<file path="config.mk">
export PLATFORM = sky130hd
export DESIGN_NAME = slc_link_check
export DESIGN_NICKNAME = d
export VERILOG_FILES = /design/src/core/slc_pkg.sv /design/src/core/slc_link_check.sv /design/src/core/slc_fifo.sv
export VERILOG_INCLUDE_DIRS = /design/src /design/src/core
export SDC_FILE = /design/constraint.sdc
export NUM_CORES = 1
export LEC_CHECK = 0
export BUFFER_PORTS_ARGS = -buffer_cell sky130_fd_sc_hd__buf_4
export CAP_MARGIN = 30
export CORE_ASPECT_RATIO = 0.9
export CORE_MARGIN = 2
export CORE_UTILIZATION = 40
export DETAILED_ROUTE_END_ITERATION = 10
export PLACE_DENSITY_LB_ADDON = 0.05
export SYNTH_ARGS = -nofsm -noshare
export SYNTH_HDL_FRONTEND = slang
export SYNTH_SLANG_ARGS = --single-unit
export TNS_END_PERCENT = 20
</file>
<file path="constraint.sdc">
create_clock -name sys_clk_i -period 10.4 [get_ports sys_clk_i]
set_input_delay 0.52 -clock sys_clk_i [delete_from_list [all_inputs] [get_ports sys_clk_i]]
set_output_delay 0.52 -clock sys_clk_i [all_outputs]
set_load 0.02 [all_outputs]
</file>
<file path="src/core/slc_defines.svh">
// Purpose: register map, field positions and limits of the link checker
// Assumes: 32-bit APB, byte addresses, one word per register
// Notes: rates are held in Mbps, the converter clock in MHz
`ifndef SLC_DEFINES_SVH
`define SLC_DEFINES_SVH

// ==========================================================
// register offsets
`define SLC_ADDR_W 8
`define SLC_OFS_CTRL 8'h00
`define SLC_OFS_LINK 8'h04
`define SLC_OFS_DECIM 8'h08
`define SLC_OFS_ADCCLK 8'h0C
`define SLC_OFS_STATUS 8'h10
`define SLC_OFS_DATA 8'h14

// ==========================================================
// field positions
`define SLC_CTRL_EN 0
`define SLC_LINK_L 2:0
`define SLC_LINK_M 6:3
`define SLC_LINK_F 10:7
`define SLC_LINK_K 16:11
`define SLC_LINK_S 20:17
`define SLC_LINK_CS 22:21
`define SLC_LINK_ALL 22:0
`define SLC_ST_ALL 15:0
`define SLC_DECIM_F 3:0
`define SLC_ADCCLK_F 15:0
`define SLC_DATA_F 11:0
`define SLC_ST_REFUSED 5

// ==========================================================
// rate limits, scaled to 28 bits
`define SLC_RATE_MIN_X2 28'h000_0D2F
`define SLC_RATE_MAX 28'h000_3E80
`define SLC_BAND3_LO 28'h000_34BC
`define SLC_BAND2_LO 28'h000_1A5E
`define SLC_BAND1_LO 28'h000_0D2F
`define SLC_WORD_X_ENC 28'h000_000F
`define SLC_WORD_BITS 12'h00C
`define SLC_OCTET_BITS 12'h008

// ==========================================================
// serializer pll range codes
`define SLC_PLL_BAND3 8'h30
`define SLC_PLL_BAND2 8'h00
`define SLC_PLL_BAND1 8'h10
`define SLC_PLL_BAND0 8'h50

// ==========================================================
// multiframe limits
`define SLC_K_MIN 6'h04
`define SLC_K_MAX 6'h20
`define SLC_K_MIN_F1 6'h14
`define SLC_K_MIN_F2 6'h0C
`define SLC_K_MIN_F4 6'h08

`endif

</file>
<file path="src/core/slc_pkg.sv">
// Purpose: types shared by the link checker
// Assumes: slc_defines.svh gives the numbers
// Notes: all state of the top is one struct
package slc_pkg;

  typedef enum logic [1:0] {
    SLC_IDLE = 2'b00,
    SLC_DONE = 2'b01
  } slc_apb_type;

  typedef struct packed {
    slc_apb_type ph;
    logic link_en;
    logic [2:0] lanes;
    logic [3:0] conv;
    logic [3:0] octets;
    logic [5:0] frames;
    logic [3:0] spf;
    logic [1:0] cs;
    logic [3:0] chip_decimation_ratio;
    logic [15:0] adc_mhz;
    logic refused;
    logic rate_err;
    logic kf_err;
    logic dcm_err;
    logic frame_err;
    logic cfg_ok;
    logic [7:0] pll;
    logic [31:0] prdata;
    logic pready;
    logic pslverr;
    logic [3:0] pace;
    logic [11:0] smp;
    logic smp_v;
  } slc_state_type;

endpackage

</file>
<file path="src/core/slc_link_check.sv">
// Purpose: checks 12-bit word link settings, picks the pll range, paces out
// Assumes: APB master on sys_clk_i, sample sink on the same clock
// Notes: results lag a configuration write by one cycle
`include "slc_defines.svh"
`timescale 1ns/10ps
`default_nettype none
// Notes on behaviour
// - output sample rate is the converter clock over the decimation ratio.
// - only frames times octets that divide by four are accepted.
// - each lane, converter and octet set accepts only listed decimations.
// - each sample word is 12 bits, data plus up to 3 control bits.
// - lanes, converters, octets and samples per frame fix the framing.
module slc_link_check
  import slc_pkg::*;
#(
  parameter int FIFO_DEPTH = 8
) (
  input wire logic sys_clk_i,
  input wire logic rst_i,
  input wire logic psel_i,
  input wire logic penable_i,
  input wire logic pwrite_i,
  input wire logic [31:0] paddr_i,
  input wire logic [31:0] pwdata_i,
  output logic [31:0] prdata_o,
  output logic pready_o,
  output logic pslverr_o,
  output logic [11:0] sample_o,
  output logic sample_valid_o,
  input wire logic sample_ready_i,
  output logic link_en_o,
  output logic cfg_ok_o,
  output logic [7:0] pll_range_o
);

  // ========================================================
  // state and buffer
  slc_state_type s_r;
  slc_state_type s_nxt;
  logic fifo_in_valid;
  logic fifo_in_ready;
  logic fifo_out_valid;
  logic fifo_out_ready;
  logic [11:0] fifo_out_data;
  logic [27:0] num_c;
  logic [27:0] den_c;
  logic [11:0] kf_c;
  logic [1:0] band_c;
  logic [6:0] dcm_bit_c;
  logic acc_c;
  logic [`SLC_ADDR_W-1:0] adr_c;
  logic mapped_c;
  logic cfg_wr_c;

  slc_fifo #(
    .WIDTH(12),
    .DEPTH(FIFO_DEPTH)
  ) u_fifo (
    .sys_clk_i(sys_clk_i),
    .rst_i(rst_i),
    .in_valid_i(fifo_in_valid),
    .in_ready_o(fifo_in_ready),
    .in_data_i(pwdata_i[`SLC_DATA_F]),
    .out_valid_o(fifo_out_valid),
    .out_ready_i(fifo_out_ready),
    .out_data_o(fifo_out_data)
  );

  // ========================================================
  // allowed decimations per lane set and rate band
  function automatic logic [6:0] dcm_mask(input logic [2:0] l,
      input logic [3:0] m, input logic [3:0] f, input logic [1:0] b);
    case ({l, m, f, b})
      {3'h1, 4'h1, 4'h3, 2'h0}: dcm_mask = 7'h04;
      {3'h3, 4'h1, 4'h1, 2'h0}: dcm_mask = 7'h01;
      {3'h1, 4'h2, 4'h3, 2'h0}: dcm_mask = 7'h24;
      {3'h1, 4'h2, 4'h3, 2'h1}: dcm_mask = 7'h04;
      {3'h2, 4'h2, 4'h3, 2'h0}: dcm_mask = 7'h04;
      {3'h3, 4'h2, 4'h1, 2'h0}: dcm_mask = 7'h07;
      {3'h3, 4'h2, 4'h1, 2'h1}: dcm_mask = 7'h01;
      {3'h1, 4'h4, 4'h6, 2'h0}: dcm_mask = 7'h60;
      {3'h1, 4'h4, 4'h6, 2'h1}: dcm_mask = 7'h24;
      {3'h1, 4'h4, 4'h6, 2'h2}: dcm_mask = 7'h04;
      {3'h2, 4'h4, 4'h3, 2'h0}: dcm_mask = 7'h24;
      {3'h2, 4'h4, 4'h3, 2'h1}: dcm_mask = 7'h04;
      {3'h3, 4'h4, 4'h2, 2'h0}: dcm_mask = 7'h3A;
      {3'h3, 4'h4, 4'h2, 2'h1}: dcm_mask = 7'h07;
      {3'h3, 4'h4, 4'h2, 2'h2}: dcm_mask = 7'h01;
      {3'h4, 4'h4, 4'h3, 2'h0}: dcm_mask = 7'h04;
      {3'h2, 4'h8, 4'h6, 2'h0}: dcm_mask = 7'h60;
      {3'h2, 4'h8, 4'h6, 2'h1}: dcm_mask = 7'h20;
      {3'h4, 4'h8, 4'h3, 2'h0}: dcm_mask = 7'h20;
      default: dcm_mask = 7'h00;
    endcase
  endfunction

  // ========================================================
  // rate arithmetic, kept as products to avoid a divider
  // rate times lanes times ratio
  assign num_c = 28'(s_r.conv) * `SLC_WORD_X_ENC * 28'(s_r.adc_mhz);
  assign den_c = 28'(s_r.lanes) * 28'(s_r.chip_decimation_ratio);
  assign kf_c = 12'(s_r.frames) * 12'(s_r.octets);
  assign acc_c = psel_i && penable_i;
  assign adr_c = paddr_i[`SLC_ADDR_W-1:0];
  assign mapped_c = (paddr_i[31:`SLC_ADDR_W] == '0) &&
      (adr_c <= `SLC_OFS_DATA) && (adr_c[1:0] == 2'b00);
  assign cfg_wr_c = acc_c && pwrite_i && (s_r.ph == SLC_DONE) &&
      (adr_c == `SLC_OFS_LINK || adr_c == `SLC_OFS_DECIM ||
       adr_c == `SLC_OFS_ADCCLK);
  // data write only completes with room, so the push never drops
  assign fifo_in_valid = acc_c && pwrite_i && (s_r.ph == SLC_DONE) &&
      (adr_c == `SLC_OFS_DATA);
  assign fifo_out_ready = s_r.link_en && s_r.cfg_ok &&
      (s_r.pace == 4'h0) && (!s_r.smp_v || sample_ready_i);

  always_comb begin
    case (s_r.chip_decimation_ratio)
      4'h1, 4'h2, 4'h3, 4'h4, 4'h5, 4'h6: dcm_bit_c = 7'(1) << (s_r.chip_decimation_ratio - 1);
      4'hC: dcm_bit_c = 7'h40;
      default: dcm_bit_c = 7'h00;
    endcase
    if (num_c > `SLC_BAND3_LO * den_c) begin
      band_c = 2'h3;
    end else if (num_c >= `SLC_BAND2_LO * den_c) begin
      band_c = 2'h2;
    end else if (num_c >= `SLC_BAND1_LO * den_c) begin
      band_c = 2'h1;
    end else begin
      band_c = 2'h0;
    end
  end

  // ========================================================
  // next state
  always_comb begin
    s_nxt = s_r;
    s_nxt.rate_err = (den_c == '0) ||
        ({num_c[26:0], 1'b0} < `SLC_RATE_MIN_X2 * den_c) ||
        (num_c > `SLC_RATE_MAX * den_c);
    s_nxt.kf_err = (kf_c[1:0] != 2'b00) || (s_r.frames < `SLC_K_MIN) ||
        (s_r.frames > `SLC_K_MAX) ||
        (s_r.octets == 4'h1 && s_r.frames < `SLC_K_MIN_F1) ||
        (s_r.octets == 4'h2 && s_r.frames < `SLC_K_MIN_F2) ||
        (s_r.octets == 4'h4 && s_r.frames < `SLC_K_MIN_F4);
    // pairing of link set and decimation
    s_nxt.dcm_err = (dcm_mask(s_r.lanes, s_r.conv, s_r.octets, band_c) &
        dcm_bit_c) == 7'h00;
    // bits per frame match on both sides
    s_nxt.frame_err = (12'(s_r.conv) * 12'(s_r.spf) * `SLC_WORD_BITS) !=
        (12'(s_r.octets) * `SLC_OCTET_BITS * 12'(s_r.lanes));
    s_nxt.cfg_ok = !(s_nxt.rate_err || s_nxt.kf_err || s_nxt.dcm_err ||
        s_nxt.frame_err);
    case (band_c)
      2'h3: s_nxt.pll = `SLC_PLL_BAND3;
      2'h2: s_nxt.pll = `SLC_PLL_BAND2;
      2'h1: s_nxt.pll = `SLC_PLL_BAND1;
      default: s_nxt.pll = `SLC_PLL_BAND0;
    endcase
    // bus: one wait state, more for a data write while the buffer is full; write lands on the completing edge
    case (s_r.ph)
      SLC_IDLE: begin
        if (acc_c && !(pwrite_i && adr_c == `SLC_OFS_DATA &&
            !fifo_in_ready)) begin
          s_nxt.ph = SLC_DONE;
          s_nxt.pready = 1'b1;
          s_nxt.pslverr = !mapped_c;
          s_nxt.prdata = '0;
          if (!pwrite_i && mapped_c) begin
            case (adr_c)
              `SLC_OFS_CTRL: s_nxt.prdata[`SLC_CTRL_EN] = s_r.link_en;
              `SLC_OFS_LINK: s_nxt.prdata[`SLC_LINK_ALL] = {s_r.cs, s_r.spf,
                  s_r.frames, s_r.octets, s_r.conv, s_r.lanes};
              `SLC_OFS_DECIM: s_nxt.prdata[`SLC_DECIM_F] = s_r.chip_decimation_ratio;
              `SLC_OFS_ADCCLK: s_nxt.prdata[`SLC_ADCCLK_F] = s_r.adc_mhz;
              `SLC_OFS_STATUS: s_nxt.prdata[`SLC_ST_ALL] = {s_r.pll, 2'b00,
                  s_r.refused, s_r.frame_err, s_r.dcm_err, s_r.kf_err,
                  s_r.rate_err, s_r.cfg_ok};
              default: s_nxt.prdata = '0;
            endcase
          end
        end
      end
      SLC_DONE: begin
        s_nxt.ph = SLC_IDLE;
        s_nxt.pready = 1'b0;
        s_nxt.pslverr = 1'b0;
        if (acc_c && pwrite_i && mapped_c) begin
          case (adr_c)
            `SLC_OFS_CTRL: s_nxt.link_en = pwdata_i[`SLC_CTRL_EN];
            `SLC_OFS_STATUS: begin
              if (pwdata_i[`SLC_ST_REFUSED]) begin
                s_nxt.refused = 1'b0;
              end
            end
            default: ;
          endcase
        end
        if (cfg_wr_c && s_r.link_en) begin
          s_nxt.refused = 1'b1;
        end else if (cfg_wr_c) begin
          case (adr_c)
            `SLC_OFS_LINK: {s_nxt.cs, s_nxt.spf, s_nxt.frames,
                s_nxt.octets, s_nxt.conv, s_nxt.lanes} = pwdata_i[`SLC_LINK_ALL];
            `SLC_OFS_DECIM: s_nxt.chip_decimation_ratio = pwdata_i[`SLC_DECIM_F];
            default: s_nxt.adc_mhz = pwdata_i[`SLC_ADCCLK_F];
          endcase
        end
      end
      default: s_nxt.ph = SLC_IDLE;
    endcase
    // pace samples at the output rate
    if (s_r.pace != 4'h0) begin
      s_nxt.pace = s_r.pace - 4'h1;
    end else if (fifo_out_valid && fifo_out_ready) begin
      s_nxt.pace = s_r.chip_decimation_ratio - 4'h1;
    end
    if (s_r.smp_v && sample_ready_i) begin
      s_nxt.smp_v = 1'b0;
    end
    if (fifo_out_valid && fifo_out_ready) begin
      s_nxt.smp_v = 1'b1;
      s_nxt.smp = fifo_out_data;
    end
  end

  always_ff @(posedge sys_clk_i or posedge rst_i) begin
    if (rst_i) begin
      s_r <= '0;
    end else begin
      s_r <= s_nxt;
    end
  end

  assign prdata_o = s_r.prdata;
  assign pready_o = s_r.pready;
  assign pslverr_o = s_r.pslverr;
  assign sample_o = s_r.smp;
  assign sample_valid_o = s_r.smp_v;
  assign link_en_o = s_r.link_en;
  assign cfg_ok_o = s_r.cfg_ok;
  assign pll_range_o = s_r.pll;
endmodule // slc_link_check
`default_nettype wire

</file>
<file path="src/core/slc_fifo.sv">
// Purpose: sample buffer between the register bus and the lane output
// Assumes: one clock, both sides on it
// Notes: in_ready_o falls when full and stalls the bus write
`timescale 1ns/10ps
`default_nettype none
module slc_fifo #(
  parameter int WIDTH = 12,
  parameter int DEPTH = 8
) (
  input wire logic sys_clk_i,
  input wire logic rst_i,
  input wire logic in_valid_i,
  output logic in_ready_o,
  input wire logic [WIDTH-1:0] in_data_i,
  output logic out_valid_o,
  input wire logic out_ready_i,
  output logic [WIDTH-1:0] out_data_o
);
  localparam int PW = (DEPTH > 1) ? $clog2(DEPTH) : 1;

  typedef struct packed {
    logic [DEPTH-1:0][WIDTH-1:0] mem;
    logic [PW-1:0] wptr;
    logic [PW-1:0] rptr;
    logic [PW:0] count;
  } slc_fifo_type;

  slc_fifo_type f_r;
  slc_fifo_type f_nxt;
  logic push;
  logic pop;

  assign in_ready_o = (f_r.count != (PW+1)'(DEPTH));
  assign out_valid_o = (f_r.count != '0);
  assign out_data_o = f_r.mem[f_r.rptr];
  assign push = in_valid_i && in_ready_o;
  assign pop = out_valid_o && out_ready_i;

  always_comb begin
    f_nxt = f_r;
    if (push) begin
      f_nxt.mem[f_r.wptr] = in_data_i;
      f_nxt.wptr = (f_r.wptr == PW'(DEPTH-1)) ? '0 : f_r.wptr + 1'b1;
    end
    if (pop) begin
      f_nxt.rptr = (f_r.rptr == PW'(DEPTH-1)) ? '0 : f_r.rptr + 1'b1;
    end
    f_nxt.count = f_r.count + (PW+1)'(push) - (PW+1)'(pop);
  end

  always_ff @(posedge sys_clk_i or posedge rst_i) begin
    if (rst_i) begin
      f_r <= '0;
    end else begin
      f_r <= f_nxt;
    end
  end
endmodule // slc_fifo
`default_nettype wire

</file>
# Word-level counts from Yosys, hierarchy flattened
# Index checks and enable logic that the tools add are counted.
[totals]
register_bits = 208
n_memories = 0
mem_bits_ro = 0
word_cells = 216
latch_bits = 0
ram_bits = 0
[classes]
n_addsub = 7
n_lt_le_gt_ge = 14
multipliers = 11
shift = 1
n_bitwise = 3
mux = 30
n_div = 0
n_eq_ne = 43
reduce_logical = 73
[op_table]
columns = ["op", "n"]
rows = [
  ["$eq 13x12->1 const B", 11],
  ["$bwmux 96", 1],
  ["$eq 13x11->1 const B", 6],
  ["$mul 12x7->19 const A", 3],
  ["$pmux 7 s7", 1],
  ["$gt 24x21->1", 2],
  ["$bmux 12 s3", 1],
  ["$demux 12 s3", 1],
  ["$pmux 12 s3", 1],
  ["$shl 1x32->7 const A", 1],
  ["$ge 24x28->1", 1],
  ["$logic_not 28->1", 1],
  ["$eq 13x13->1 const B", 2],
  ["$lt 25x19->1", 1],
  ["$ge 24x20->1", 1],
  ["$logic_not 24->1", 1],
  ["$mul 8x16->24", 1],
  ["$mux 12", 2],
  ["$logic_and 1x1->1", 23],
  ["$mux 23", 1],
  ["$pmux 7 s3", 1],
  ["$eq 4x3->1 const B", 4],
  ["$eq 8x4->1 const B", 2],
  ["$eq 8x5->1 const B", 2],
  ["other kinds (54)", 111],
]

# Logic depth before layout (Yosys ltp)
[logic_depth]
depth_word = 14
depth_mapped = 39
ltp_nobuf = 37

# Modules after synthesis
# Synthesis repeated with hierarchy kept, for this count alone.
[hier_totals]
hier_cells = 2033
hier_area_um2 = 20664.8
[modules_own_cells]
columns = ["mod", "cells_per_inst", "instances", "area_each_um2", "seq_area_each_um2"]
rows = [
  ["slc_link_check", 1730, 1, 15646.3, 2377.3],
  ["slc_fifo", 303, 1, 5018.6, 2652.5],
]

# Least setup slack after synthesis
# No wires, ideal clock.
[synth_path]
kind = "flip-flop to flip-flop"
from = "register s_r[101] (netlist bit)"
to = "register s_r, in the netlist cfg_ok_o"
n_path_buf = 1
arrival_ps = 8934
synth_period_minus_slack_ps = 9045
required_ps = 10289
setup_ps = 111
stages_incl_launch_ff = 38
slack_ps = 1355
cell_sequence = "dfrtp_1 > fa_1 > inv_1 > fa_1 > inv_1 > ha_1 > a21o_1 > a21oi_1 > o21bai_1 > a21oi_1 > xnor2_1 > clkbuf_1 > nand2_1 > fa_1 > fa_1 > fa_1 > fa_1 > inv_1 > [2 not listed] > nand2_1 > and2_1 > o21ai_0 > nand2b_1 > a21o_1 > a21oi_1 > xnor2_1 > ha_1 > nand4_1 > nor2_1 > o221a_2 > o31a_1 > or2_1 > o41a_1 > mux2_2 > a21oi_1 > o311ai_1 > a2111oi_2"
[synth_rtl]
columns = ["element", "line_no", "rtl"]
rows = [
  ["start: declaration", "slc_link_check.sv:38", "slc_state_type s_r;"],
  ["start signal: assignment", "slc_link_check.sv:230", "s_r <= s_nxt;"],
]

==> metrics.md <==
| Metric | Value |
|---|---|
| Critical path fanouts, max | `16` |
| Setup Buffers After CTS | `0` |
| Max-slew headroom | `a little over a third` |
| Die area | `52750 um2` |
| Mapped Cells | `slightly above 2000` |
| Final net count | `2574` |
| Total of max-cap violations | `0` |
| Fin Hold WS | `roughly 0.16 ns` |
| Synth-to-layout area growth | `10.61%` |
| Synth cell types | `between 80 and 90` |
| Pint | `0.001319 W` |
| Final min period | `slightly below 10 ns` |
| Critical Path Source Type | `flip-flop` |
| Routed WL | `roughly 52 mm` |
| Drt pass-1 iters | `5` |
| Fraction of layout cells with a size suffix above 1 | `about 18%` |
| Die Y | `218.1 um` |
| Most common flop cell mapped by yosys | `dfrtp_1` |
| Post-synth EDFFs | `0` |
| Worst-margin pin slew | `between 0.9 and 1 ns` |
| Ports | `between 100 and 150` |
| I/O Buffers | `approximately 100` |
| Final hold vios | `0` |
| Seq/Total Area, Yosys | `between 20% and 30%` |
| Critical path's largest stage delay | `just over 0.6 ns` |
| PwrDens | `roughly 78 nW/um2` |
| FMAX | `101.2 MHz` |
| Clock tree root driver cell | `clkbuf_16` |
| Initial antenna violation count | `0` |
| Vias after detailed routing | `14710` |
| Post-DP HPWL | `~42 mm` |
| Grt ovf | `0` |
| P_leak | `about 12 nW` |
| Peak VDD IR | `approximately 100 uV` |
| Switching portion of total power | `between 20% and 30%` |
| Post-synth top area cell | `dfrtp_1` |
| Largest net degree at the start of global routing | `120` |
| Critical Path RT | `approximately 11 ns` |
| Hold Buf Count CTS | `0` |
| Via density per instance | `around 5.3` |
| Post-layout util | `44.74%` |
| Mean post-synth cell area | `10.00 um2` |
| Synthesis-stage register bit count | `approximately 200` |
| Slew Limit Fails | `0` |
| Cell mode on critical path | `fa_1` |
| Clk sinks | `201` |
| H-tree level count | `1` |
| NetSw | `0.0004354 W` |
| Final ANT Viol Nets | `0` |
| Die W | `~240 um` |
| Max clock buf depth | `3` |
| Synth async-reset ratio | `100.0%` |
| GPL Wtd Cong | `0.8256` |
| Synth Warn # | `0` |
| Synth area leaders | `dfrtp_1 (25%), ha_1 (17%), fa_1 (13%)` |
| First-pass GRT wire length | `~85 mm` |
| Synth top cells by count | `ha_1 (277), inv_1 (233), dfrtp_1 (201)` |
| Combinational share of power | `roughly a tenth` |
| Multi-input gate area | `~14000 um2` |
| Vias in the first global route | `between 15000 and 20000` |
| Finish-stage setup viols | `0` |
| Clk_skew | `between 0.02 and 0.03 ns` |
| Row count | `between 70 and 80` |
| Clk pwr share | `between 40 and 50%` |
| Signal arrival time at the worst endpoint | `10.31 ns` |
| CTS tree | `built` |
| Total GRT Usage | `roughly 20%` |
| Tcrit/Tclk final | `a little over nine tenths` |
| Wire per inst | `approximately 19 um` |
| DRC Markers | `0` |
| CTS clk-pin slew, worst paths | `0.07 ns` |
| Fillers | `4946` |
| Critical path class | `reg -> reg` |
| Slowest-stage cell, CP | `fa_1` |
| Post-Syn Area | `a little over 20000 um2` |
| Most frequent cell after synthesis | `ha_1` |
| Register area | `~5000 um2` |
| Flop pwr share | `between 40% and 50%` |
| Crit path capture type | `flip-flop` |
| Clock buffer count from CTS | `23` |
| Worst-skew pair later-pin latency | `approximately 0.53 ns` |
| Hold Path Class | `in -> async` |
| DR iter-0 viols | `a little over 700` |
| Core area | `roughly 50000 um2` |
| Status | `completed` |
| Starting Density | `between 40% and 50%` |
| Yosys top cell area share | `around a quarter` |
[cells in the final DEF, fill, tap and decap left out, drive strengths merged, types with 13 or more instances in the layout]
| cell | count |
|---|---|
| a211oi | 13 |
| a21o | 44 |
| a21oi | 92 |
| and2 | 110 |
| buf | 150 |
| clkbuf | 31 |
| conb | 14 |
| dfrtp | 201 |
| fa | 132 |
| ha | 277 |
| inv | 238 |
| mux2 | 149 |
| mux2i | 21 |
| mux4 | 24 |
| nand2 | 128 |
| nand2b | 24 |
| nand3 | 26 |
| nand4 | 27 |
| nor2 | 67 |
| nor2b | 21 |
| nor3 | 19 |
| o21ai | 71 |
| xnor2 | 42 |
| xor2 | 27 |
[cells by family after synthesis]
logic type	synth area share, %
XOR/XNOR	2.967
AND/OR/NAND/NOR	12.43
multiplexers	11.92
adder cells (fa/ha/maj)	30.03
other	0.01841
buffers and inverters	7.751
AO/OA/AOI/OAI	10.19
flip-flops	24.69
[worst paths after layout]
path / startpoint / endpoint / slack [ns] / cells after the start
max in group asynchronous: rst_i / sample_o[2] / 8.92 / 4
worst max register to register: s_r[101] / cfg_ok_o / 0.52 / 39
worst min-delay path: rst_i / u_fifo.f_r[44] / 0.16 / 2
worst max-delay path: s_r[101] / cfg_ok_o / 0.52 / 39
min in group sys_clk_i: pwdata_i[22] / s_r[86] / 0.22 / 2
worst min register to register: s_r[64] / s_r[64] / 0.48 / 2
[registers in the layout, summed over array words and instances, names as in the netlist]
| register | flops |
|---|---|
| sample_valid_o | 1 |
| sample_o | 12 |
| prdata_o | 23 |
| u_fifo.f_r | 106 |
| pll_range_o | 3 |
| link_en_o | 1 |
| cfg_ok_o | 1 |
| pslverr_o | 1 |
| pready_o | 1 |
| s_r | 52 |
[critical path, delay by kind of cell (launching register included)]
kind                       cells  cell delay (ns)
adders and majority gates      9             4.21
muxes                          1             0.27
xor gates and xnor gates       2             0.29
DFF                            1             0.54
AOI/OAI and AO/OA             16             3.17
and+or+nand+nor                5             0.71
buffers and inverters          6             0.58
[stage by stage]
stage | instances | TNS [ns] | power [W] | cell area [um2] | setup slack (ns)
6_report | 2795 | 0 | 0.001755 | 22530 | 0.5196
5_1_grt | 2791 | -0.02393 | 0.001828 | 22520 | -0.01275
4_1_cts | 2791 | 0 | 0.001780 | 22510 | 0.4044
3_5_place_dp | 2750 | 0 | 0.0009743 | 21770 | 0.4189
3_3_place_gp | 2748 | 0 | 0.0009694 | 21720 | 0.5408
2_1_floorplan | 2050 | 0 | 0.0009091 | 20420 | 1.355
[power groups by stage]
stage | Sequential, W | Clock [W] | Combinational (W)
after CTS | 0.000797 | 0.000819 | 0.000164
after detailed placement | 0.000811 | 0 | 0.000163
after global routing | 0.000797 | 0.000850 | 0.000181
after global placement | 0.000811 | 0 | 0.000159
after floorplan | 0.000808 | 0 | 0.000101
final | 0.000796 | 0.000795 | 0.000163
[layout make-up]
type,instances,area share [%]
clock buffers,31,2.910
multi-input cells,1483,61.43
clock inverters,10,0.3776
flip-flops and latches,201,22.32
diodes,4,0.04442
well taps,680,3.776
repair buffers,150,5.175
inverters,236,3.965
[routing by layer]
metal	up-vias	wire length, um	GRT usage (%)
li1	7059	-	-
met1	7370	26350	29.91
met2	236	23110	32.05
met3	40	2105	2.456
met4	0	601	2.675
met5	-	0	0
[repair_timing]
item	in CTS	in global routing
gates resized for setup	0	2
endpoints found under the setup margin	0	2
endpoints found under the hold margin	0	0
(Power assumes the default switching activity.)
